[src/rtl/lmdsc_pkg.sv]
// shared constants for the multiplexed led display scanner
package lmdsc_pkg;

    localparam int unsigned CLK_HZ = 125_000_000;
    localparam int unsigned CLK_PERIOD_NS = 8;
    localparam int unsigned SCAN_HZ = 6000;
    localparam int unsigned SCAN_PULSE_NS = 40_000;
    // shortest-time rounding: whole cycles, rounded down
    localparam int unsigned SCAN_CYC_DEF = CLK_HZ / SCAN_HZ;
    localparam int unsigned SCAN_PULSE_CYC_DEF = SCAN_PULSE_NS / CLK_PERIOD_NS;
    localparam int unsigned DIV_W = 16;

    localparam int unsigned NUM_STATES = 13;
    localparam int unsigned NUM_DIGITS = 11;
    localparam int unsigned NUM_COLS = 13;
    localparam logic [3:0] LAST_STATE = 4'hc;

    localparam int unsigned RAM_WORDS = 16;
    localparam int unsigned RAM_AW = 4;
    localparam int unsigned NIB_W = 4;
    localparam int unsigned CODE_W = 8;

    localparam logic [4:0] DIG_BLANK_CODE = 5'h10;
    localparam logic [2:0] ANN_BLANK_CODE = 3'h7;
    localparam logic [2:0] ANN_IDLE_CODE = 3'h0;
    localparam logic [3:0] ANN_BASE_STATE = 4'ha;

    // data bit lanes: low nibble a,b,c,d ; high nibble e,f,g,dp
    localparam int unsigned LO_NIB_LSB = 0;
    localparam int unsigned HI_NIB_LSB = 4;

endpackage : lmdsc_pkg

[src/rtl/lmdsc_ram_if.sv]
// display memory access bundle between scanner and memory
`timescale 1ns/1ps
interface lmdsc_ram_if;
    import lmdsc_pkg::*;
    logic we;
    logic [RAM_AW-1:0] addr;
    logic [CODE_W-1:0] wdata;
    logic [CODE_W-1:0] rdata;
    modport ctrl (output we, output addr, output wdata, input rdata);
    modport mem (input we, input addr, input wdata, output rdata);
endinterface : lmdsc_ram_if

[src/rtl/lmdsc_dram.sv]
// two 16x4 display memories sharing one address
`timescale 1ns/1ps
module lmdsc_dram
    import lmdsc_pkg::*;
(
    input wire logic sys_clk_i, // system clock
    input wire logic srst_i,    // sync reset, active high
    lmdsc_ram_if.mem ram        // memory port
);

    logic [NIB_W-1:0] mem_lo [RAM_WORDS];
    logic [NIB_W-1:0] mem_hi [RAM_WORDS];

    // cleared on system reset so scan never reads unknown codes
    always_ff @(posedge sys_clk_i) begin
        if (srst_i) begin
            for (int i = 0; i < RAM_WORDS; i++) begin
                mem_lo[i] <= '0;
                mem_hi[i] <= '0;
            end
        end else if (ram.we) begin
            mem_lo[ram.addr] <= ram.wdata[LO_NIB_LSB +: NIB_W];
            mem_hi[ram.addr] <= ram.wdata[HI_NIB_LSB +: NIB_W];
        end
    end

    assign ram.rdata = {mem_hi[ram.addr], mem_lo[ram.addr]};

    ////////////////////////////////////////////////////////////////////////////
    chk_hi_nibble_lane: assert property (
        @(posedge sys_clk_i) disable iff (srst_i)
        ram.we ##1 ($past(ram.addr) == ram.addr)
            |-> ram.rdata[HI_NIB_LSB +: NIB_W] == $past(ram.wdata[HI_NIB_LSB +: NIB_W])
    ) else $error("upper nibble not stored from data bits 4..7");

endmodule : lmdsc_dram

[src/rtl/lmdsc_top.sv]
// multiplexed led display scanner: scan clock, column scan, display memory, key irq
// Operation
// - A free-running scan clock near 6 kHz is produced with a high pulse of about 40 us.
// - A state counter steps through 13 states and wraps to zero, 11 digits then 2 annunciators.
// - While display reset is low the decoders get codes 16 and 7, so every column is blank.
// - A segment lights only while its drive line is low.
// - Codes sit in two sixteen-word 4-bit memories sharing one address, giving 8-bit codes.
// - With the write strobe high the processor address is used and its data byte is stored.
// - With the write strobe low the scan counter addresses memory and locations show in turn.
// - Data bits 0..3 carry segments a..d to the low memory, bits 4..7 e,f,g,dp to the high one.
// - In the thirteenth state the annunciator column shows the code stored for that location.
// - A key press raises an interrupt request to the processor.
`timescale 1ns/1ps
module lmdsc_top
    import lmdsc_pkg::*;
#(
    parameter int unsigned SCAN_CYC = SCAN_CYC_DEF,
    parameter int unsigned SCAN_PULSE_CYC = SCAN_PULSE_CYC_DEF
) (
    input wire logic sys_clk_i,                   // system clock, 125 MHz
    input wire logic srst_i,                      // sync reset, active high
    input wire logic display_reset_n_i,           // display reset, active low
    input wire logic display_write_strobe_i,      // processor write strobe, high writes
    input wire logic [RAM_AW-1:0] cpu_addr_i,     // processor address
    input wire logic [CODE_W-1:0] cpu_data_i,     // processor data
    input wire logic key_press_i,                 // key detected, high
    input wire logic kbd_read_i,                  // keyboard read, clears irq
    output logic scan_clk_o,                      // scan clock out
    output logic [NUM_COLS-1:0] col_sel_n_o,      // column selects, active low
    output logic [CODE_W-1:0] seg_n_o,            // segment drives, low lights
    output logic irq_o                            // interrupt request, high
);

    typedef struct packed {
        logic [DIV_W-1:0] div;
        logic scan_clk;
        logic [3:0] state;
        logic [4:0] dig_code;
        logic [2:0] ann_code;
        logic [NUM_COLS-1:0] col_n;
        logic [CODE_W-1:0] seg_n;
        logic key_d;
        logic irq;
    } lmdsc_st_t;

    lmdsc_st_t st_r;
    lmdsc_st_t st_nxt;
    logic tick;
    logic run;

    lmdsc_ram_if ram_if ();

    lmdsc_dram u_dram (
        .sys_clk_i(sys_clk_i),
        .srst_i(srst_i),
        .ram(ram_if.mem)
    );

    // two decoders: digit code 0..10, annunciator code 1..2; others blank
    function automatic logic [NUM_COLS-1:0] col_decode(input logic [4:0] dig,
                                                       input logic [2:0] ann);
        logic [NUM_COLS-1:0] sel;
        sel = '1;
        for (int i = 0; i < NUM_DIGITS; i++) begin
            if (dig == 5'(i)) begin
                sel[i] = 1'b0;
            end
        end
        for (int j = 1; j <= NUM_COLS - NUM_DIGITS; j++) begin
            if (ann == 3'(j)) begin
                sel[NUM_DIGITS + j - 1] = 1'b0;
            end
        end
        return sel;
    endfunction : col_decode

    ////////////////////////////////////////////////////////////////////////////
    // memory address mux
    always_comb begin
        ram_if.we = display_write_strobe_i;
        ram_if.wdata = cpu_data_i;
        if (display_write_strobe_i) begin
            ram_if.addr = cpu_addr_i;
        end else begin
            ram_if.addr = st_r.state;
        end
    end

    ////////////////////////////////////////////////////////////////////////////
    // advance only on a real scan clock rise, not on the reset value of the divider
    assign tick = (st_r.div == '0) && st_r.scan_clk;
    assign run = display_reset_n_i;

    always_comb begin
        st_nxt = st_r;
        // free-running divider, pulse high at start of each period
        if (st_r.div == DIV_W'(SCAN_CYC - 1)) begin
            st_nxt.div = '0;
        end else begin
            st_nxt.div = st_r.div + DIV_W'(1);
        end
        // first pulse waits for a divider wrap, so no short pulse after reset
        st_nxt.scan_clk = (st_nxt.div < DIV_W'(SCAN_PULSE_CYC))
                          && (st_r.scan_clk || st_nxt.div == '0);
        if (tick && run) begin
            if (st_r.state == LAST_STATE) begin
                st_nxt.state = '0;
            end else begin
                st_nxt.state = st_r.state + 4'h1;
            end
        end
        if (!run) begin
            st_nxt.dig_code = DIG_BLANK_CODE;
            st_nxt.ann_code = ANN_BLANK_CODE;
        end else if (st_r.state > ANN_BASE_STATE) begin
            st_nxt.dig_code = DIG_BLANK_CODE;
            st_nxt.ann_code = 3'(st_r.state - ANN_BASE_STATE);
        end else begin
            st_nxt.dig_code = {1'b0, st_r.state};
            st_nxt.ann_code = ANN_IDLE_CODE;
        end
        st_nxt.col_n = col_decode(st_r.dig_code, st_r.ann_code);
        st_nxt.seg_n = ~ram_if.rdata;
        st_nxt.key_d = key_press_i;
        // set wins over the keyboard-read clear
        if (key_press_i && !st_r.key_d) begin
            st_nxt.irq = 1'b1;
        end else if (kbd_read_i) begin
            st_nxt.irq = 1'b0;
        end
    end

    always_ff @(posedge sys_clk_i) begin
        if (srst_i) begin
            st_r <= '{div: '0, scan_clk: 1'b0, state: '0, dig_code: DIG_BLANK_CODE,
                      ann_code: ANN_BLANK_CODE, col_n: '1, seg_n: '1,
                      key_d: 1'b0, irq: 1'b0};
        end else begin
            st_r <= st_nxt;
        end
    end

    assign scan_clk_o = st_r.scan_clk;
    assign col_sel_n_o = st_r.col_n;
    assign seg_n_o = st_r.seg_n;
    assign irq_o = st_r.irq;

    ////////////////////////////////////////////////////////////////////////////
    chk_scan_period: assert property (
        @(posedge sys_clk_i) disable iff (srst_i)
        $rose(scan_clk_o) |-> $past(st_r.div) == DIV_W'(SCAN_CYC - 1)
    ) else $error("scan clock rose away from period end");

    chk_state_wrap: assert property (
        @(posedge sys_clk_i) disable iff (srst_i)
        (st_r.state <= LAST_STATE)
        and ((st_r.state == LAST_STATE && tick && run) |=> st_r.state == 4'h0)
    ) else $error("scan state left the 13-state range");

    chk_reset_blank: assert property (
        @(posedge sys_clk_i) disable iff (srst_i)
        !display_reset_n_i [*2] |=> col_sel_n_o == '1
    ) else $error("column selected during display reset");

    chk_one_column: assert property (
        @(posedge sys_clk_i) disable iff (srst_i)
        $onehot0(~col_sel_n_o)
    ) else $error("more than one column selected");

    chk_seg_low_lit: assert property (
        @(posedge sys_clk_i) disable iff (srst_i)
        ##1 seg_n_o == ~$past(ram_if.rdata)
    ) else $error("segment drive not inverse of stored code");

    chk_cpu_addr: assert property (
        @(posedge sys_clk_i) disable iff (srst_i)
        display_write_strobe_i |-> ram_if.we && ram_if.addr == cpu_addr_i
    ) else $error("write strobe did not select processor address");

    chk_scan_addr: assert property (
        @(posedge sys_clk_i) disable iff (srst_i)
        !display_write_strobe_i |-> !ram_if.we && ram_if.addr == st_r.state
    ) else $error("scan did not address display memory");

    chk_ann_column: assert property (
        @(posedge sys_clk_i) disable iff (srst_i)
        (st_r.state == LAST_STATE && run) [*2] |=> !col_sel_n_o[NUM_COLS - 1]
    ) else $error("annunciator column not selected in state 12");

    chk_key_irq: assert property (
        @(posedge sys_clk_i) disable iff (srst_i)
        (key_press_i && !st_r.key_d) |=> irq_o
    ) else $error("key press did not raise interrupt");

    chk_hold_reset: assert property (
        @(posedge sys_clk_i) disable iff (srst_i)
        !display_reset_n_i |=> $stable(st_r.state)
    ) else $error("scan counter moved during display reset");

endmodule : lmdsc_top

[config.mk]
export PLATFORM = sky130hd
export DESIGN_NAME = lmdsc_top
export DESIGN_NICKNAME = d
export VERILOG_FILES = /design/src/rtl/lmdsc_pkg.sv /design/src/rtl/lmdsc_ram_if.sv /design/src/rtl/lmdsc_dram.sv /design/src/rtl/lmdsc_top.sv
export SDC_FILE = /design/constraint.sdc
export NUM_CORES = 1
export LEC_CHECK = 0
export ABC_AREA = 1
export ABC_CLOCK_PERIOD_IN_PS = 4850
export BUFFER_PORTS_ARGS = -buffer_cell sky130_fd_sc_hd__buf_2
export CORE_ASPECT_RATIO = 0.75
export CORE_MARGIN = 1.5
export CORE_UTILIZATION = 25
export DETAILED_ROUTE_END_ITERATION = 8
export GPL_ROUTABILITY_DRIVEN = 0
export HOLD_SLACK_MARGIN = 0.12
export MAX_ROUTING_LAYER = met4
export SYNTH_ARGS = -nofsm -noshare
export SYNTH_HDL_FRONTEND = slang
export SYNTH_SLANG_ARGS = --single-unit
[constraint.sdc]
create_clock -name sys_clk_i -period 4.85 [get_ports sys_clk_i]
set_input_delay 0.7275 -clock sys_clk_i [delete_from_list [all_inputs] [get_ports sys_clk_i]]
set_output_delay 0.7275 -clock sys_clk_i [all_outputs]
set_load 0.05 [all_outputs]
==> flow_summary_export.csv, run 1 <==
group,metric,value,unit
sta,rsz0062_at_grt,"no",
synthesis,synth.ff_latch_count,180,
drt,avgRoutedWirePerCell,16.2,um
critical_path,criticalPathCategory,"flop to flop",
synthesis,async_flop_share,0,
global_routing,antenna_found_initial,0,
min_path,hp-start,"st_r[24]",
clock_tree,cts_resized,0,
synthesis,synth_area,7920,um^2
synthesis,ys_top_cells_by_count,"nor2_1, edfxtp_1, nand2_1",
synthesis,synth_seq_area_share,0.617,
critical_path,start_kind,"flop",
floorplanning,initial_core_util,0.254,
critical_path,rr_worst_depth,6,
global_routing,grt_pass1_vias,5424,
floorplanning,rows,56,
sta,holdWs,409,ps
layout,num-nets-final,858,
clock_tree,hold_buffers,0,
placed_design,port_buffers,40,
min_path,whs_endpoint,"col_sel_n_o[12]",
synthesis,dominantRegCellSynth,"edfxtp_1",
sta,setup_viol,0,
floorplanning,io_pins,41,
synthesis,synth-edff-count,128,
synthesis,synth.distinct_cells,34,
min_path,holdPathStages,1,
critical_path,worstReg2RegEnd,"u_dram.mem_lo[10][3]",
layout,antennaDiodeCount,0,
drt,drt-pass1-iter-count,5,
critical_path,crit_path_max_fanout,21,
sta,finalSetupTns,0,ps
placed_design,place_hpwl,13400,um
sta,fmax,342,MHz
job,maxCapViolCount,0,
layout,layout-drive-gt1-share,0.115,
synthesis,synth_nets,849,
floorplanning,die_h,157,um
global_routing,grt_overflow,0,
sta,period_share,0.602,
clock_tree,cts_buffer_depth,2,
clock_tree,clock-sinks,180,
critical_path,crit_required,4950,ps
clock_tree,clkTransAtPathRegs,70,ps
drt,drc,0,
global_routing,grt_max_degree,35,
clock_tree,clock_latency,440,ps
synthesis,netlist.area_leader.share,0.485,
synthesis,yosys.area.top_type,"edfxtp_1",
clock_tree,post-cts-setup-buffer-count,0,
critical_path,cp-end-kind,"flop",
power_and_ir_drop,max-vdd-ir-drop,0.214,mV
drt,ant_nets,0,
layout,fill_cells,3225,
synthesis,syn_inst,825,
clock_tree,htreeDepth,4,
drt,via_per_inst,4.67,
synthesis,yosys-top-cells-area,"edfxtp_1, dfxtp_1, nor2_1, nand2_1, buf_4",
floorplanning,dieArea,32800,um^2
sta,final-hold-violation-count,0,
critical_path,r2r_start,"st_r[32]",
floorplanning,fp.dieW,208,um
clock_tree,root_buffer,"clkbuf_16",
sta,slew_headroom,0.361,
sta,min_period,2920,ps
drt,drt_iter0_markers,641,
power_and_ir_drop,power_density,376,nW/um^2
layout,area_delta_synth_final,12.7,%
clock_tree,cts_buffers,17,
global_routing,grt_pass1_wl,31700,um
synthesis,synth_area_per_cell,9.60,um^2
synthesis,ys_warn_count,0,
critical_path,critPathArrivalTime,3020,ps
sta,slew_viol_final,0,
drt,routed_wl,20300,um
critical_path,timing.reg2reg.setup_slack,1930,ps
drt,vias,5854,
clock_tree,cts_tree,"built",
synthesis,synth_most_common_cell,"nor2_1",
sta,fin_skew,14.6,ps
sta,max_slew.worst_pin.slew,959,ps
global_routing,grt_use_total,0.131,
power_and_ir_drop,p_leak,3.42,nW
floorplanning,core,31200,um^2
min_path,hold_path_class,"flop to flop",
run_status,status,"finished, final reports clean",
==> metal layers <==
layer  track usage  vias to the layer above  routed length, um
met2         0.196                      176               9050
met4        0.0320                        0                146
met3        0.0283                       16               1240
li1              -                     2803                  -
met5             -                        -                  0
met1         0.181                     2859               9830
==> sequential cells by signal, summed over array words and instances, names as in the netlist <==
signal	flops
irq_o	1
u_dram.mem_lo	64
u_dram.mem_hi	64
seg_n_o	8
col_sel_n_o	13
st_r	29
scan_clk_o	1
==> cells by family (layout without fill, tap and decap cells) <==
| family | Yosys count | after routing | synth area share |
|---|---|---|---|
| xor gates and xnor gates | 5 | 5 | 0.00553 |
| and+or+nand+nor | 436 | 436 | 0.226 |
| DFF | 180 | 180 | 0.617 |
| buffers and inverters | 100 | 122 | 0.0610 |
| AOI/OAI and AO/OA | 98 | 98 | 0.0806 |
| adders and majority gates | 6 | 6 | 0.00948 |
==> where the power goes <==
| part | internal [mW] | switching (mW) |
|---|---|---|
| combinational | 0.0717 | 0.217 |
| sequential | 1.70 | 0.0241 |
| clock | 0.681 | 0.660 |
==> worst max-delay path by stage <==
stage	start	to	slack (ps)	cells after the start
2_1_floorplan	display_write_strobe_i	u_dram.mem_hi[9][0]	2560	9
3_3_place_gp	display_write_strobe_i	u_dram.mem_lo[10][0]	1650	6
3_5_place_dp	display_write_strobe_i	u_dram.mem_hi[10][0]	1600	6
4_1_cts	st_r[32]	u_dram.mem_lo[10][2]	1960	6
5_1_grt	st_r[32]	u_dram.mem_lo[10][2]	1710	6
6_report	st_r[32]	u_dram.mem_lo[10][3]	1930	6
==> stage by stage <==
step	setup slack (ps)	cell area, um^2	instances	util	power [mW]
finish	1930	8920	1253	0.286	3.36
global route	1710	8920	1253	0.286	3.47
CTS	1960	8920	1253	0.286	3.37
detailed placement	1600	8350	1221	0.268	2.05
global placement	1650	8350	1221	0.268	2.04
floorplan	2560	7920	825	-	1.96
==> layout by cell type (no fill, tap or decap), types with 6 or more instances in the layout <==
cell type    n
nand3b_1     8
o21a_1       8
ha_1         6
o21ai_0     24
dfxtp_1     52
edfxtp_1   128
a21oi_1      9
o31ai_1      8
o21ai_1      9
nand3_1     21
o22ai_1     16
o221ai_1    16
nor2_1     247
buf_2       40
inv_1       40
nand2_1    115
nand4_1     12
clkbuf_16   17
nor3_1      20
==> area by class of cell <==
| cell class | instances | area [um^2] | area share |
|---|---|---|---|
| sequential | 180 | 4880 | 0.548 |
| multi-input combinational | 545 | 2550 | 0.286 |
| tap | 406 | 508 | 0.0569 |
| clock buffer | 17 | 425 | 0.0477 |
| timing repair buffer | 45 | 238 | 0.0266 |
| inverter | 45 | 169 | 0.0189 |
| clock inverter | 15 | 146 | 0.0164 |
==> worst max-delay path, stage by stage, from the launching register on <==
cell     delay [ps]
dfxtp_1         420
inv_1           160
o21ai_2         770
nand2_1         150
nor2_1          390
nand2_1         310
nand2_1         390
Power figures use the tool's default switching activity.
==> inputs of run 2 (changes only) <==
Settings changed: ABC_CLOCK_PERIOD_IN_PS 4850 to 2560.
Clock period 4.85 ns to 2.56 ns, I/O delays scaled along.
==> flow_summary_export.csv, run 2 (synthesis results as in run 1) <==
group,metric,value,unit
power_and_ir_drop,p_leak,3.53,nW
clock_tree,clock_latency,440,ps
sta,setup_viol,0,
clock_tree,htreeDepth,4,
power_and_ir_drop,cell_internal_pwr,4.65,mW
layout,final_cell_mix,"nor2_1, edfxtp_1, nand2_1",
clock_tree,clock-sinks,180,
layout,multiInputGateArea,2550,um^2
drt,ant_nets,0,
drt,vias,5781,
global_routing,antenna_found_initial,0,
sta,slew_viol_final,0,
global_routing,grt_use_total,0.125,
sta,final-hold-violation-count,0,
power_and_ir_drop,seq_power_share,0.521,
sta,finalSetupTns,0,ps
sta,holdWs,157,ps
sta,slew_headroom,0.466,
sta,fmax,473,MHz
drt,drt_iter0_markers,495,
floorplanning,dieArea,32800,um^2
sta,rsz0062_at_grt,"no",
critical_path,critPathSlowestCell,"dfxtp_1",
layout,instances_no_fill,1280,
floorplanning,fp.dieW,208,um
critical_path,crit_required,2880,ps
clock_tree,clkTransAtPathRegs,70,ps
sta,min_period,2110,ps
clock_tree,root_buffer,"clkbuf_16",
critical_path,path_cells,"inv_1 > o21ai_2 > buf_4 > inv_2 > o21a_1 > o21ai_0 > nand2_1 > nand3b_1",
layout,fill_cells,3185,
floorplanning,initial_core_util,0.254,
min_path,hold_path_class,"input port to flop",
critical_path,crit_path_max_fanout,24,
layout,antennaDiodeCount,0,
clock_tree,cts_tree,"built",
global_routing,grt_pass1_wl,30200,um
global_routing,grt_overflow,0,
drt,via_per_inst,4.52,
drt,routed_wl,19400,um
critical_path,critPathArrivalTime,2430,ps
layout,area_delta_synth_final,15.2,%
floorplanning,rows,56,
layout,layout-drive-gt1-share,0.140,
run_status,status,"finished, final reports clean",
floorplanning,io_pins,41,
sta,period_share,0.826,
clock_tree,post-cts-setup-buffer-count,0,
critical_path,criticalPathCategory,"flop to flop",
power_and_ir_drop,pwr-share-comb,0.089,
global_routing,grt_max_degree,33,
drt,drc,0,
power_and_ir_drop,swShare,0.259,
global_routing,grt_pass1_vias,5376,
power_and_ir_drop,clkPwrFrac,0.390,
floorplanning,core,31200,um^2
layout,layout_commonest_cell,"nor2_1",
power_and_ir_drop,max-vdd-ir-drop,0.489,mV
floorplanning,die_h,157,um
sta,max_slew.worst_pin.slew,801,ps
critical_path,start_kind,"flop",
job,maxCapViolCount,0,
placed_design,port_buffers,40,
critical_path,critPathMaxStageDelay,400,ps
critical_path,cp-end-kind,"flop",
layout,top_regs,"u_dram.mem_hi x64, u_dram.mem_lo x64, st_r x29",
drt,avgRoutedWirePerCell,15.1,um
clock_tree,cts_buffer_depth,2,
power_and_ir_drop,p_sw,1.63,mW
power_and_ir_drop,power,6.28,mW
layout,regArea,4880,um^2
drt,drt-pass1-iter-count,5,
clock_tree,cts_buffers,17,
power_and_ir_drop,power_density,689,nW/um^2
placed_design,placed_cells,1247,
sta,fin_skew,12.8,ps
layout,num-nets-final,885,
placed_design,place_hpwl,13400,um
## run 2: routing by layer
layer | vias up | share of wire | GRT usage
met3 | 24 | 0.057 | 0.0243
met2 | 164 | 0.44 | 0.188
li1 | 2846 | - | -
met4 | 0 | 0.013 | 0.0400
met1 | 2747 | 0.49 | 0.169
met5 | - | 0 | -
## run 2: final timing paths
check | from | end | slack, ps | cells past startpoint
max reg2reg | st_r[32] | seg_n_o[4] | 450 | 8
min reg2reg | st_r[24] | col_sel_n_o[12] | 410 | 1
min | key_press_i | st_r[1] | 160 | 3
max | st_r[32] | seg_n_o[4] | 450 | 8
## run 2: stage by stage
step	setup WS, ps	cell area (um^2)	utilization
5_1_grt	249	9120	0.292
3_3_place_gp	386	8560	0.274
2_1_floorplan	615	7920	-
3_5_place_dp	353	8560	0.274
4_1_cts	437	9120	0.292
6_report	446	9120	0.292
## run 2: area by class of cell
cell class,instances,share of cell area
timing repair buffer,72,0.0500
sequential,180,0.536
clock buffer,18,0.0471
inverter,45,0.0185
multi-input combinational,545,0.280
tap,406,0.0557
clock inverter,14,0.0133
## run 2: critical path: cells and delay by family, from the launching register on
family	cells	cell delay [ps]
buf+inv	3	630
compound gates	3	620
simple gates	2	320
flops	1	400
## run 2: power groups by stage
stage	Combinational, mW	Clock, mW	Sequential [mW]
finish	0.558	2.45	3.27
detailed placement	0.555	0	3.33
global placement	0.553	0	3.33
global route	0.613	2.59	3.28
floorplan	0.393	0	3.33
CTS	0.559	2.49	3.27
## run 2: repair_timing
| item | 4_1_cts | 5_1_grt |
|---|---|---|
| hold buffers | 1 | 0 |
| endpoints found under the hold margin | 1 | 0 |
| gates resized for setup | 0 | 0 |
